[src/design/pgs_pkg.sv]
package pgs_pkg;

  // ----------------------------------------------------------------
  // Register offsets
  // ----------------------------------------------------------------
  localparam logic [7:0] PGS_ADDR_SOURCE_ASSIGN = 8'h16;
  localparam logic [7:0] PGS_ADDR_GATING_SELECT = 8'h17;
  localparam logic [7:0] PGS_ADDR_DELAY_VOLTAGE = 8'h18;
  localparam logic [7:0] PGS_ADDR_BUCK_SLOTS    = 8'h19;
  localparam logic [7:0] PGS_ADDR_LINREG_SLOTS  = 8'h1b;
  localparam logic [7:0] PGS_ADDR_BUCK1_NORMAL  = 8'h20;
  localparam logic [7:0] PGS_ADDR_BUCK1_ALT     = 8'h21;
  localparam logic [7:0] PGS_ADDR_BUCK2_NORMAL  = 8'h22;
  localparam logic [7:0] PGS_ADDR_BUCK2_ALT     = 8'h23;

  // ----------------------------------------------------------------
  // Reset values and writable-bit masks (spare bits read as zero)
  // ----------------------------------------------------------------
  localparam logic [7:0] PGS_RST_SOURCE_ASSIGN  = 8'h42;
  localparam logic [7:0] PGS_RST_GATING_SELECT  = 8'h02;
  localparam logic [7:0] PGS_RST_DELAY_VOLTAGE  = 8'h00;
  localparam logic [7:0] PGS_MASK_SOURCE_ASSIGN = 8'h7f;
  localparam logic [7:0] PGS_MASK_GATING_SELECT = 8'h33;
  localparam logic [7:0] PGS_MASK_DELAY_VOLTAGE = 8'hdf;
  localparam logic [7:0] PGS_MASK_SLOTS         = 8'h3f;

  // ----------------------------------------------------------------
  // Field positions
  // ----------------------------------------------------------------
  localparam int PGS_BIT_BUCK1_PG_ROUTE      = 0;
  localparam int PGS_BIT_BUCK2_PG_ROUTE      = 1;
  localparam int PGS_BIT_BUCK1_SCALING_ROUTE = 2;
  localparam int PGS_BIT_BUCK2_SCALING_ROUTE = 3;
  localparam int PGS_BIT_LINREG3_PG_ROUTE    = 4;
  localparam int PGS_BIT_LINREG4_PG_ROUTE    = 5;
  localparam int PGS_BIT_INTERNAL_RST_ROUTE  = 6;
  localparam int PGS_BIT_BUCK1_PG_GATE       = 0;
  localparam int PGS_BIT_BUCK2_PG_GATE       = 1;
  localparam int PGS_BIT_LINREG3_PG_GATE     = 4;
  localparam int PGS_BIT_LINREG4_PG_GATE     = 5;
  localparam int PGS_LSB_RELEASE_DELAY       = 0;
  localparam int PGS_LSB_SCALING_TIMING      = 3;
  localparam int PGS_BIT_BUCK1_VOLT_SELECT   = 6;
  localparam int PGS_BIT_BUCK2_VOLT_SELECT   = 7;
  localparam int PGS_LSB_SLOT_LOW            = 0;
  localparam int PGS_LSB_SLOT_HIGH           = 3;

  // ----------------------------------------------------------------
  // Timing
  // ----------------------------------------------------------------
  localparam int PGS_CLOCK_PERIOD_NS = 10;
  localparam int PGS_MS_NS           = 1000000;
  localparam int PGS_MS_CYCLES       = PGS_MS_NS / PGS_CLOCK_PERIOD_NS;
  localparam int PGS_STEP0_NS        = 1330;
  localparam int PGS_STEP1_NS        = 2670;
  localparam int PGS_STEP2_NS        = 5330;
  localparam int PGS_STEP3_NS        = 10670;
  localparam logic [10:0] PGS_STEP0_CYCLES = 11'(PGS_STEP0_NS / PGS_CLOCK_PERIOD_NS);
  localparam logic [10:0] PGS_STEP1_CYCLES = 11'(PGS_STEP1_NS / PGS_CLOCK_PERIOD_NS);
  localparam logic [10:0] PGS_STEP2_CYCLES = 11'(PGS_STEP2_NS / PGS_CLOCK_PERIOD_NS);
  localparam logic [10:0] PGS_STEP3_CYCLES = 11'(PGS_STEP3_NS / PGS_CLOCK_PERIOD_NS);

  // Power-good pin states, Gray along low -> wait -> high
  typedef enum logic [1:0] {
    PGS_LOW  = 2'b00,
    PGS_WAIT = 2'b01,
    PGS_HIGH = 2'b11
  } pgs_state_type;

endpackage

[src/design/pgs_power_good_seq.sv]
`timescale 1ns/1ps
// Functional notes
// RULE1 - Buck route bit set: that buck's power-good joins the power-good pin.
// RULE2 - Buck scaling route bit set: its voltage transition status drives the pin.
// RULE3 - Linear regulator route bit set: its power-good joins the pin.
// RULE4 - Reset route bit set: internal reset holds the pin low.
// RULE5 - Buck gate bit set: buck must be enabled for the pin to rise.
// RULE6 - Linear regulator gate bit set: regulator must be enabled for pin.
// RULE7 - Release delay code 0..7 gives 0, 8, 16, ... 512 ms.
// RULE8 - Scaling timing code gives 1.33, 2.67, 5.33 or 10.67 us steps.
// RULE9 - Buck1 select bit picks normal (0) or alternate (1) voltage code.
// RULE10 - Buck2 select bit picks normal (0) or alternate (1) voltage code.
// RULE11 - Each rail has a 3-bit start-up slot T0..T7.
// RULE12 - Pin rises only when all sources good, gated rails on, delay passed.
module pgs_power_good_seq
  import pgs_pkg::*;
#(
  parameter int         MS_CYCLES    = PGS_MS_CYCLES,
  parameter logic [7:0] BUCK_SLOTS   = 8'h01,
  parameter logic [7:0] LINREG_SLOTS = 8'h23,
  parameter logic [7:0] VOLT_DEFAULT = 8'h20
) (
  // Clock and reset
  input  wire logic       i_clock,
  input  wire logic       i_rst_n,
  // Register port from the serial interface engine
  input  wire logic       i_reg_write,
  input  wire logic [7:0] i_reg_addr,
  input  wire logic [7:0] i_reg_wdata,
  output logic      [7:0] o_reg_rdata,
  // Rail status from the analogue side
  input  wire logic [1:0] i_buck_pg,
  input  wire logic [1:0] i_buck_scaling_busy,
  input  wire logic [1:0] i_linreg_pg,
  input  wire logic [1:0] i_buck_enabled,
  input  wire logic [1:0] i_linreg_enabled,
  input  wire logic       i_internal_reset,
  // Power-good pin and scaling timebase
  output logic            o_power_good_pin,
  output logic            o_scaling_step,
  // Voltage codes and start-up slots to the converters
  output logic      [7:0] o_buck1_voltage_code,
  output logic      [7:0] o_buck2_voltage_code,
  output logic      [2:0] o_buck1_start_slot,
  output logic      [2:0] o_buck2_start_slot,
  output logic      [2:0] o_linreg3_start_slot,
  output logic      [2:0] o_linreg4_start_slot
);

  localparam int MSW = $clog2(MS_CYCLES + 1);

  // ----------------------------------------------------------------
  // Release delay decode
  // ----------------------------------------------------------------
  function automatic logic [9:0] delay_ms(input logic [2:0] code);
    delay_ms = (code == 3'h0) ? 10'h000 : 10'(10'h004 << code);  // see RULE7
  endfunction

  // ----------------------------------------------------------------
  // Register file
  // ----------------------------------------------------------------
  logic [7:0] src_r, src_nxt, gate_r, gate_nxt, dly_r, dly_nxt;
  logic [7:0] bslot_r, bslot_nxt, lslot_r, lslot_nxt;
  logic [7:0] v1n_r, v1n_nxt, v1a_r, v1a_nxt, v2n_r, v2n_nxt, v2a_r, v2a_nxt;
  logic [7:0] rdata_nxt;

  // Writes land only in implemented bits; reads return the same masked view
  always_comb begin
    src_nxt   = src_r;
    gate_nxt  = gate_r;
    dly_nxt   = dly_r;
    bslot_nxt = bslot_r;
    lslot_nxt = lslot_r;
    v1n_nxt   = v1n_r;
    v1a_nxt   = v1a_r;
    v2n_nxt   = v2n_r;
    v2a_nxt   = v2a_r;
    if (i_reg_write) begin
      unique case (i_reg_addr)
        PGS_ADDR_SOURCE_ASSIGN: src_nxt   = i_reg_wdata & PGS_MASK_SOURCE_ASSIGN;
        PGS_ADDR_GATING_SELECT: gate_nxt  = i_reg_wdata & PGS_MASK_GATING_SELECT;
        PGS_ADDR_DELAY_VOLTAGE: dly_nxt   = i_reg_wdata & PGS_MASK_DELAY_VOLTAGE;
        PGS_ADDR_BUCK_SLOTS:    bslot_nxt = i_reg_wdata & PGS_MASK_SLOTS;      // see RULE11
        PGS_ADDR_LINREG_SLOTS:  lslot_nxt = i_reg_wdata & PGS_MASK_SLOTS;      // see RULE11
        PGS_ADDR_BUCK1_NORMAL:  v1n_nxt   = i_reg_wdata;
        PGS_ADDR_BUCK1_ALT:     v1a_nxt   = i_reg_wdata;
        PGS_ADDR_BUCK2_NORMAL:  v2n_nxt   = i_reg_wdata;
        PGS_ADDR_BUCK2_ALT:     v2a_nxt   = i_reg_wdata;
        default: ;
      endcase
    end
    unique case (i_reg_addr)
      PGS_ADDR_SOURCE_ASSIGN: rdata_nxt = src_r;
      PGS_ADDR_GATING_SELECT: rdata_nxt = gate_r;
      PGS_ADDR_DELAY_VOLTAGE: rdata_nxt = dly_r;
      PGS_ADDR_BUCK_SLOTS:    rdata_nxt = bslot_r;
      PGS_ADDR_LINREG_SLOTS:  rdata_nxt = lslot_r;
      PGS_ADDR_BUCK1_NORMAL:  rdata_nxt = v1n_r;
      PGS_ADDR_BUCK1_ALT:     rdata_nxt = v1a_r;
      PGS_ADDR_BUCK2_NORMAL:  rdata_nxt = v2n_r;
      PGS_ADDR_BUCK2_ALT:     rdata_nxt = v2a_r;
      default:                rdata_nxt = 8'h00;  // Unmapped reads as zero
    endcase
  end

  always_ff @(posedge i_clock or negedge i_rst_n) begin
    if (!i_rst_n) begin
      src_r       <= PGS_RST_SOURCE_ASSIGN;
      gate_r      <= PGS_RST_GATING_SELECT;
      dly_r       <= PGS_RST_DELAY_VOLTAGE;
      bslot_r     <= BUCK_SLOTS & PGS_MASK_SLOTS;
      lslot_r     <= LINREG_SLOTS & PGS_MASK_SLOTS;
      v1n_r       <= VOLT_DEFAULT;
      v1a_r       <= VOLT_DEFAULT;
      v2n_r       <= VOLT_DEFAULT;
      v2a_r       <= VOLT_DEFAULT;
      o_reg_rdata <= 8'h00;
    end else begin
      src_r       <= src_nxt;
      gate_r      <= gate_nxt;
      dly_r       <= dly_nxt;
      bslot_r     <= bslot_nxt;
      lslot_r     <= lslot_nxt;
      v1n_r       <= v1n_nxt;
      v1a_r       <= v1a_nxt;
      v2n_r       <= v2n_nxt;
      v2a_r       <= v2a_nxt;
      o_reg_rdata <= rdata_nxt;
    end
  end

  // ----------------------------------------------------------------
  // Status synchronisers
  // ----------------------------------------------------------------
  // Analogue comparators are asynchronous to the clock
  logic [10:0] stat_meta_r, stat_sync_r;
  always_ff @(posedge i_clock or negedge i_rst_n) begin
    if (!i_rst_n) begin
      stat_meta_r <= 11'h000;
      stat_sync_r <= 11'h000;
    end else begin
      stat_meta_r <= {i_internal_reset, i_linreg_enabled, i_buck_enabled,
                      i_linreg_pg, i_buck_scaling_busy, i_buck_pg};
      stat_sync_r <= stat_meta_r;
    end
  end

  logic [1:0] buck_pg_s, busy_s, lin_pg_s, buck_en_s, lin_en_s;
  logic       int_rst_s;
  assign {int_rst_s, lin_en_s, buck_en_s, lin_pg_s, busy_s, buck_pg_s} = stat_sync_r;

  // ----------------------------------------------------------------
  // Power-good combine
  // ----------------------------------------------------------------
  // An unassigned or ungated source never blocks the pin
  logic raw_good;
  always_comb begin
    raw_good = 1'b1;
    if (src_r[PGS_BIT_BUCK1_PG_ROUTE]      && !buck_pg_s[0]) raw_good = 1'b0;  // see RULE1
    if (src_r[PGS_BIT_BUCK2_PG_ROUTE]      && !buck_pg_s[1]) raw_good = 1'b0;  // see RULE1
    if (src_r[PGS_BIT_BUCK1_SCALING_ROUTE] &&  busy_s[0])    raw_good = 1'b0;  // see RULE2
    if (src_r[PGS_BIT_BUCK2_SCALING_ROUTE] &&  busy_s[1])    raw_good = 1'b0;  // see RULE2
    if (src_r[PGS_BIT_LINREG3_PG_ROUTE]    && !lin_pg_s[0])  raw_good = 1'b0;  // see RULE3
    if (src_r[PGS_BIT_LINREG4_PG_ROUTE]    && !lin_pg_s[1])  raw_good = 1'b0;  // see RULE3
    if (src_r[PGS_BIT_INTERNAL_RST_ROUTE]  &&  int_rst_s)    raw_good = 1'b0;  // see RULE4
    if (gate_r[PGS_BIT_BUCK1_PG_GATE]      && !buck_en_s[0]) raw_good = 1'b0;  // see RULE5
    if (gate_r[PGS_BIT_BUCK2_PG_GATE]      && !buck_en_s[1]) raw_good = 1'b0;  // see RULE5
    if (gate_r[PGS_BIT_LINREG3_PG_GATE]    && !lin_en_s[0])  raw_good = 1'b0;  // see RULE6
    if (gate_r[PGS_BIT_LINREG4_PG_GATE]    && !lin_en_s[1])  raw_good = 1'b0;  // see RULE6
  end

  // ----------------------------------------------------------------
  // Release delay state machine
  // ----------------------------------------------------------------
  pgs_state_type state_r, state_nxt;
  logic [MSW-1:0] pre_r, pre_nxt;
  logic [9:0]     ms_r, ms_nxt;
  logic [9:0]     target;
  logic           pin_nxt;

  // Delay restarts from zero on any loss of good, so glitches never shorten it
  always_comb begin
    target    = delay_ms(dly_r[PGS_LSB_RELEASE_DELAY +: 3]);  // see RULE7
    state_nxt = state_r;
    pre_nxt   = '0;
    ms_nxt    = 10'h000;
    unique case (state_r)
      PGS_LOW: begin
        if (raw_good) state_nxt = (target == 10'h000) ? PGS_HIGH : PGS_WAIT;
      end
      PGS_WAIT: begin
        if (!raw_good) begin
          state_nxt = PGS_LOW;
        end else if (ms_r == target) begin
          state_nxt = PGS_HIGH;  // see RULE12
        end else if (pre_r == MSW'(MS_CYCLES - 1)) begin
          ms_nxt = 10'(ms_r + 10'h001);
        end else begin
          pre_nxt = MSW'(pre_r + 1'b1);
          ms_nxt  = ms_r;
        end
      end
      PGS_HIGH: begin
        if (!raw_good) state_nxt = PGS_LOW;  // see RULE12
      end
      default: state_nxt = PGS_LOW;
    endcase
    pin_nxt = (state_nxt == PGS_HIGH);
  end

  always_ff @(posedge i_clock or negedge i_rst_n) begin
    if (!i_rst_n) begin
      state_r          <= PGS_LOW;
      pre_r            <= '0;
      ms_r             <= 10'h000;
      o_power_good_pin <= 1'b0;
    end else begin
      state_r          <= state_nxt;
      pre_r            <= pre_nxt;
      ms_r             <= ms_nxt;
      o_power_good_pin <= pin_nxt;
    end
  end

  // ----------------------------------------------------------------
  // Scaling step timebase
  // ----------------------------------------------------------------
  logic [10:0] step_r, step_nxt, step_len;
  logic        tick_nxt;
  always_comb begin
    unique case (dly_r[PGS_LSB_SCALING_TIMING +: 2])  // see RULE8
      2'b00: step_len = PGS_STEP0_CYCLES;
      2'b01: step_len = PGS_STEP1_CYCLES;
      2'b10: step_len = PGS_STEP2_CYCLES;
      2'b11: step_len = PGS_STEP3_CYCLES;
    endcase
    // Compare with >= so a shorter new setting cannot strand the counter
    tick_nxt = (step_r >= 11'(step_len - 11'h001));
    step_nxt = tick_nxt ? 11'h000 : 11'(step_r + 11'h001);
  end

  always_ff @(posedge i_clock or negedge i_rst_n) begin
    if (!i_rst_n) begin
      step_r         <= 11'h000;
      o_scaling_step <= 1'b0;
    end else begin
      step_r         <= step_nxt;
      o_scaling_step <= tick_nxt;
    end
  end

  // ----------------------------------------------------------------
  // Voltage code select and start slots
  // ----------------------------------------------------------------
  logic [7:0] code1_nxt, code2_nxt;
  always_comb begin
    code1_nxt = dly_r[PGS_BIT_BUCK1_VOLT_SELECT] ? v1a_r : v1n_r;  // see RULE9
    code2_nxt = dly_r[PGS_BIT_BUCK2_VOLT_SELECT] ? v2a_r : v2n_r;  // see RULE10
  end

  always_ff @(posedge i_clock or negedge i_rst_n) begin
    if (!i_rst_n) begin
      o_buck1_voltage_code <= 8'h00;
      o_buck2_voltage_code <= 8'h00;
    end else begin
      o_buck1_voltage_code <= code1_nxt;
      o_buck2_voltage_code <= code2_nxt;
    end
  end

  // Slots come straight from flip-flops of the slot registers
  assign o_buck1_start_slot   = bslot_r[PGS_LSB_SLOT_LOW +: 3];   // see RULE11
  assign o_buck2_start_slot   = bslot_r[PGS_LSB_SLOT_HIGH +: 3];  // see RULE11
  assign o_linreg3_start_slot = lslot_r[PGS_LSB_SLOT_LOW +: 3];   // see RULE11
  assign o_linreg4_start_slot = lslot_r[PGS_LSB_SLOT_HIGH +: 3];  // see RULE11

endmodule

[config.mk]
export PLATFORM = sky130hd
export DESIGN_NAME = pgs_power_good_seq
export DESIGN_NICKNAME = d
export VERILOG_FILES = /design/src/design/pgs_pkg.sv /design/src/design/pgs_power_good_seq.sv
export SDC_FILE = /design/constraint.sdc
export NUM_CORES = 1
export LEC_CHECK = 0
export ABC_AREA = 1
export BUFFER_PORTS_ARGS = -buffer_cell sky130_fd_sc_hd__buf_2
export CAP_MARGIN = 5
export CORE_MARGIN = 2
export CORE_UTILIZATION = 55
export CTS_CLUSTER_SIZE = 40
export DETAILED_ROUTE_END_ITERATION = 12
export GPL_ROUTABILITY_DRIVEN = 1
export PLACE_DENSITY = 0.73
export SKIP_CTS_REPAIR_TIMING = 1
export SLEW_MARGIN = 0
export SYNTH_ARGS = -nofsm -noshare
export SYNTH_HDL_FRONTEND = slang
export SYNTH_SLANG_ARGS = --single-unit
[constraint.sdc]
create_clock -name i_clock -period 5.5 [get_ports i_clock]
set_clock_uncertainty 0.1 [all_clocks]
set_input_delay 1.1 -clock i_clock [delete_from_list [all_inputs] [get_ports i_clock]]
set_output_delay 1.1 -clock i_clock [all_outputs]
set_load 0.01 [all_outputs]
==> out/metrics.yaml, run 1 <==
min_path:
  min_path_type: "register to register"
  min_path_cells: 0
  holdCritStartpoint: "stat_meta_r[6]"
floorplan:
  io_pins: 68
  die_w_um: 117
  rows: 41
  die_area_sq_mm: 0.0138
  chipHeight_um: 117
  initial_utilization_pct: 56.3
  core_sq_mm: 0.0126
pwr:
  p_per_area_mw_per_mm2: 324
  p_clk_share_pct: 43.2
  totalPowerFinal_mw: 2.63
  pwr-share-comb_pct: 10.0
  ir_drop_v: 0.000220
  p_leak_nw: 3.85
  power.share.switching_pct: 26.1
  internal-power_mw: 1.94
  power_frac_seq_pct: 46.8
  switchingPower_uw: 687
clock_tree:
  cts_tree: "built"
  clk-insertion-delay-late_ns: 0.43
  cts_made_buffers: 17
  numClockSinks: 150
  clk_pin_slew_ns: 0.06
  root_buffer: "clkbuf_16"
  cts.htree.levels: 4
  cts_max_path_buffers: 2
critical_path:
  critPathKind: "input port to register"
  slowest_stage: "nor2_1"
  critical_path_required_ns: 5.72
  cp-end-kind: "register"
  ff2ff_path_depth: 8
  crit_chain: "buf_2 > inv_1 > nand2_1 > nor3_1 > nand2_1 > nor2_1 > nand2_1 > o21a_1"
  max_stage_delay_ns: 0.59
  startpoint_type: "input port"
  crit_path_frequent_cell: "nand2_1"
  crit_fanout: 14
  crit_arrival_ns: 2.54
  crit_start: "i_reg_addr[0]"
  r2r-start: "dly_r[3]"
sta:
  period_share_pct: 42.3
  post-route-min-period_ns: 2.33
  hold-worst-slack_ns: 0.246
  tightest_slew_ns: 0.929
  max_freq_ghz: 0.430
  slew_violations: 0
  fin_ws_ns: 3.17
  setup_viol: 0
  fin_tns_setup_ns: 0
  rsz0062_at_grt: "no"
  hold_viol_final: 0
  slew_headroom_pct: 38.0
cells_and_area:
  fin_nets: 920
  finalInstanceArea_sq_mm: 0.00811
  fin_util_pct: 64.5
  drive_gt1_share_pct: 17.2
  fin_cells: 1062
  layout_commonest_cell: "nand2_1"
  num_antenna_cells: 0
  areaGrowthSynthToFinish_pct: 14.6
  layout_common_cells: "nand2_1, dfrtp_1, inv_1, o21ai_0, nor2_1"
grt:
  grt_pass1_wl_mm: 26.9
  antenna_found_initial: 0
  grt_overflow: 0
  grt_max_degree: 107
  grt_pass1_vias: 5564
  grt_usage_pct: 24.8
synthesis:
  synthArstFlopShare_pct: 100
  synth-edff-count: 0
  ys_ff_latch: 150
  ys_warn_count: 0
  ys.flop_type: "dfrtp_1"
  syn_nets: 851
  synth_cell_types: 38
  syn_inst: 808
  synth_area_per_cell_sq_um: 8.76
  ys_seq_area_share_pct: 53.2
  synth_area_sq_mm: 0.00708
routing:
  post-route-drc-count: 0
  drtPass1Iterations: 5
  vias: 5628
  wl_mm: 16.2
  post_drt_wl_per_cell_um: 15.3
  ant_nets: 0
  dr.first_iter.drc_count: 434
  vias_per_cell: 5.30
placement:
  portBuffers: 67
  gp_congestion: 0.913
  place_ws_ns: 2.78
  postPlaceCellArea_sq_mm: 0.00753
  placed_cells: 1030
  dp.final_hpwl_mm: 11.5
run:
  maxCapViolations: 0
status:
  status: "complete, no violations"
## final timing paths
kind	endpoint	slack [ns]
min in group asynchronous	step_r[4]	0.67
setup / recovery	src_r[2]	3.17
setup reg to reg	step_r[9]	3.24
hold / removal	stat_sync_r[6]	0.25
hold reg to reg	stat_sync_r[6]	0.25
max in group asynchronous	v2a_r[5]	3.49
## final cells by class
cell class	count	area, sq um
clock buffers	18	429
clock inverters	14	153
fillers	1013	4460
inverters	107	403
multi-input cells	533	2790
flip-flops and latches	150	3770
well taps	172	215
repair buffers	68	349
## state kept, by name, summed over array words and instances (netlist names), 2 cells and up
name	cells
v1a_r	8
state_r	2
ms_r	10
o_reg_rdata	8
o_buck2_voltage_code	8
stat_meta_r	11
bslot_r	6
step_r	11
v2n_r	8
gate_r	4
lslot_r	6
o_buck1_voltage_code	8
dly_r	7
v2a_r	8
pre_r	17
src_r	7
v1n_r	8
stat_sync_r	11
## metal layers
layer	share of wire [%]	vias up	track usage (%)
met5	0	-	0
met4	2.1	0	9.34
met3	5.1	28	5.35
met2	49	173	40.4
met1	44	2684	32.8
li1	-	2743	-
## cells in the mapped netlist (2+ instances only)
cell / number / area (sq um)
nand3_4: 2 / 35.0
a21oi_1: 9 / 45.0
nor2_2: 4 / 25.0
nor2_1: 73 / 274
o21ai_0: 74 / 370
xor2_1: 23 / 201
buf_2: 6 / 30.0
nand3_2: 3 / 30.0
o21ai_1: 16 / 80.1
nor3_2: 2 / 20.0
o2bb2ai_1: 3 / 26.3
o21a_1: 3 / 22.5
nor3_1: 18 / 90.1
nand2_1: 186 / 698
dfstp_2: 11 / 289
nand4_1: 31 / 194
clkbuf_1: 8 / 30.0
xnor2_1: 3 / 26.3
ha_1: 13 / 163
nor2_4: 13 / 146
o211ai_1: 3 / 22.5
o21ai_2: 2 / 17.5
dfrtp_1: 139 / 3480
buf_6: 3 / 33.8
inv_1: 100 / 375
nand3_1: 31 / 155
inv_2: 6 / 22.5
o22ai_1: 7 / 43.8
nand2_2: 7 / 43.8
## cell families (layout without fill, tap and decap cells)
family | after synthesis | count (layout) | synth area share (%)
and+or+nand+nor | 376 | 376 | 24.9
DFF | 150 | 150 | 53.2
buffers and inverters | 125 | 207 | 7.30
AOI/OAI and AO/OA | 118 | 118 | 9.00
xor gates and xnor gates | 26 | 26 | 3.22
adders and majority gates | 13 | 13 | 2.30
## power by group through the flow
stage	clock network, mW	logic (mW)	registers (mW)
after floorplan	0	0.174	1.23
after global placement	0	0.246	1.24
after detailed placement	0	0.264	1.25
after CTS	1.15	0.266	1.23
after global routing	1.20	0.301	1.24
final	1.14	0.263	1.23
## worst max-delay path: cells and delay by family
kind                   cells  cell delay [ns]
AND/OR/NAND/NOR            5             1.11
AO/OA/AOI/OAI              1             0.14
buffers and inverters      2             0.19
(Power assumes the default switching activity.)
==> inputs of run 2 (changes only) <==
==> constraint.sdc (replaced) <==
create_clock -name i_clock -period 2.35 [get_ports i_clock]
set_clock_uncertainty 0.1 [all_clocks]
set_input_delay 0.47 -clock i_clock [delete_from_list [all_inputs] [get_ports i_clock]]
set_output_delay 0.47 -clock i_clock [all_outputs]
set_load 0.01 [all_outputs]
==> run 2 against run 1 <==
  * Non-clock buffer count is 10 higher
  * Worst setup slack worse by 2.9 ns
  * Combinational power is 140% higher
  * Die area stayed put
  * Critical path type is now register to register
  * Core utilization is 0.72 points higher
  * Largest cell class unchanged
  * Final area is 1.1% higher
  * Clock power is 130% higher
==> out/metrics.yaml, run 2 (synthesis results as in run 1) <==
status:
  status: "complete, no violations"
sta:
  fin_tns_setup_ns: 0
  rsz0062_at_grt: "no"
  hold_viol_final: 0
  slew_headroom_pct: 62.0
  post-route-min-period_ns: 2.11
  setup_viol: 0
  fin_ws_ns: 0.244
  max_freq_ghz: 0.475
  tightest_slew_ns: 0.570
  period_share_pct: 89.6
  slew_violations: 0
critical_path:
  cp-end-kind: "register"
  rrSetupSlack_ns: 0.24
  crit_path_frequent_cell: "inv_1"
  startpoint_type: "register"
  slowest_stage: "dfrtp_1"
  crit_arrival_ns: 2.31
  crit_chain: "inv_1 > nand2_1 > ha_1 > inv_1 > nor3_1 > o211ai_1 > nand4_1 > buf_4 > nor2_1"
  crit_fanout: 12
  critical_path_required_ns: 2.55
  max_stage_delay_ns: 0.47
  critPathKind: "register to register"
clock_tree:
  numClockSinks: 150
  cts_max_path_buffers: 2
  cts_made_buffers: 17
  root_buffer: "clkbuf_16"
  clk_pin_slew_ns: 0.06
  cts.htree.levels: 4
  cts_tree: "built"
  clk-insertion-delay-late_ns: 0.42
routing:
  dr.first_iter.drc_count: 421
  post_drt_wl_per_cell_um: 15.4
  post-route-drc-count: 0
  wl_mm: 16.5
  vias: 5685
  drtPass1Iterations: 5
  ant_nets: 0
  vias_per_cell: 5.30
cells_and_area:
  layout_common_cells: "nand2_1, dfrtp_1, inv_1, o21ai_0, nor2_1"
  top_register: "pre_r"
  largest_register_ffs: 17
  fillers: 1058
  drive_gt1_share_pct: 18.0
  areaGrowthSynthToFinish_pct: 15.9
  layout_commonest_cell: "nand2_1"
  num_antenna_cells: 0
  fin_nets: 930
floorplan:
  rows: 41
  die_area_sq_mm: 0.0138
  io_pins: 68
  die_w_um: 117
  chipHeight_um: 117
  initial_utilization_pct: 56.3
  core_sq_mm: 0.0126
grt:
  grt_max_degree: 58
  grt_overflow: 0
  grt_pass1_vias: 5622
  grt_usage_pct: 25.2
  antenna_found_initial: 0
  grt_pass1_wl_mm: 27.5
placement:
  portBuffers: 67
  gp_congestion: 0.924
  dp.final_hpwl_mm: 12.0
  place_ws_ns: 0.0714
pwr:
  p_per_area_mw_per_mm2: 755
  ir_drop_v: 0.000921
  p_leak_nw: 3.92
run:
  maxCapViolations: 0
min_path:
  min_path_type: "input port to register"
## run 2: worst paths after layout
kind                            depth (start not counted)           startpoint             end
worst max-delay path                                    9             dly_r[3]       step_r[5]
worst max register to register                          9             dly_r[3]       step_r[5]
worst min register to register                          0       stat_meta_r[1]  stat_sync_r[1]
min in group asynchronous                               2              i_rst_n       step_r[3]
worst min-delay path                                    1  i_linreg_enabled[1]  stat_meta_r[9]
max in group asynchronous                               3              i_rst_n        src_r[1]
## run 2: through the flow
step	total power, mW	utilization, %	area, sq um	std cells	hold WS, ns
global route	6.46	65.2	8200	1072	0.0293
detailed placement	3.56	60.5	7600	1038	0.235
global placement	3.51	60.5	7600	1038	0.232
floorplan	3.30	-	7080	808	0.0744
CTS	6.22	65.1	8180	1070	-0.0772
finish	6.19	65.2	8200	1072	0.0509
## run 2: worst max-delay path: cells and delay by family (launching register included)
kind	cells	cell delay, ns
adder cells (fa/ha/maj)	1	0.31
AO/OA/AOI/OAI	1	0.16
flip-flops	1	0.47
AND/OR/NAND/NOR	4	0.54
buffers and inverters	3	0.42
## run 2: area by class of cell
cell class	count	area, sq um	area share (%)
Multi-Input combinational cell	533	2790	34.1
Tap cell	172	215	2.62
Sequential cell	150	3770	45.9
Clock buffer	19	443	5.40
Inverter	107	403	4.91
Clock inverter	13	139	1.69
Timing Repair Buffer	78	439	5.36
## run 2: power breakdown
part	internal [mW]	switching (mW)	total, mW
Sequential	2.75	0.133	2.88
Clock	1.53	1.14	2.67
Combinational	0.240	0.400	0.640
## run 2: metal layers
| layer | track usage (%) | up-vias | routed length [um] |
|---|---|---|---|
| li1 | - | 2757 | - |
| met5 | 0 | - | 0 |
| met2 | 40.9 | 197 | 7970 |
| met1 | 33.0 | 2711 | 7250 |
| met3 | 6.71 | 20 | 990 |
| met4 | 8.28 | 0 | 260 |
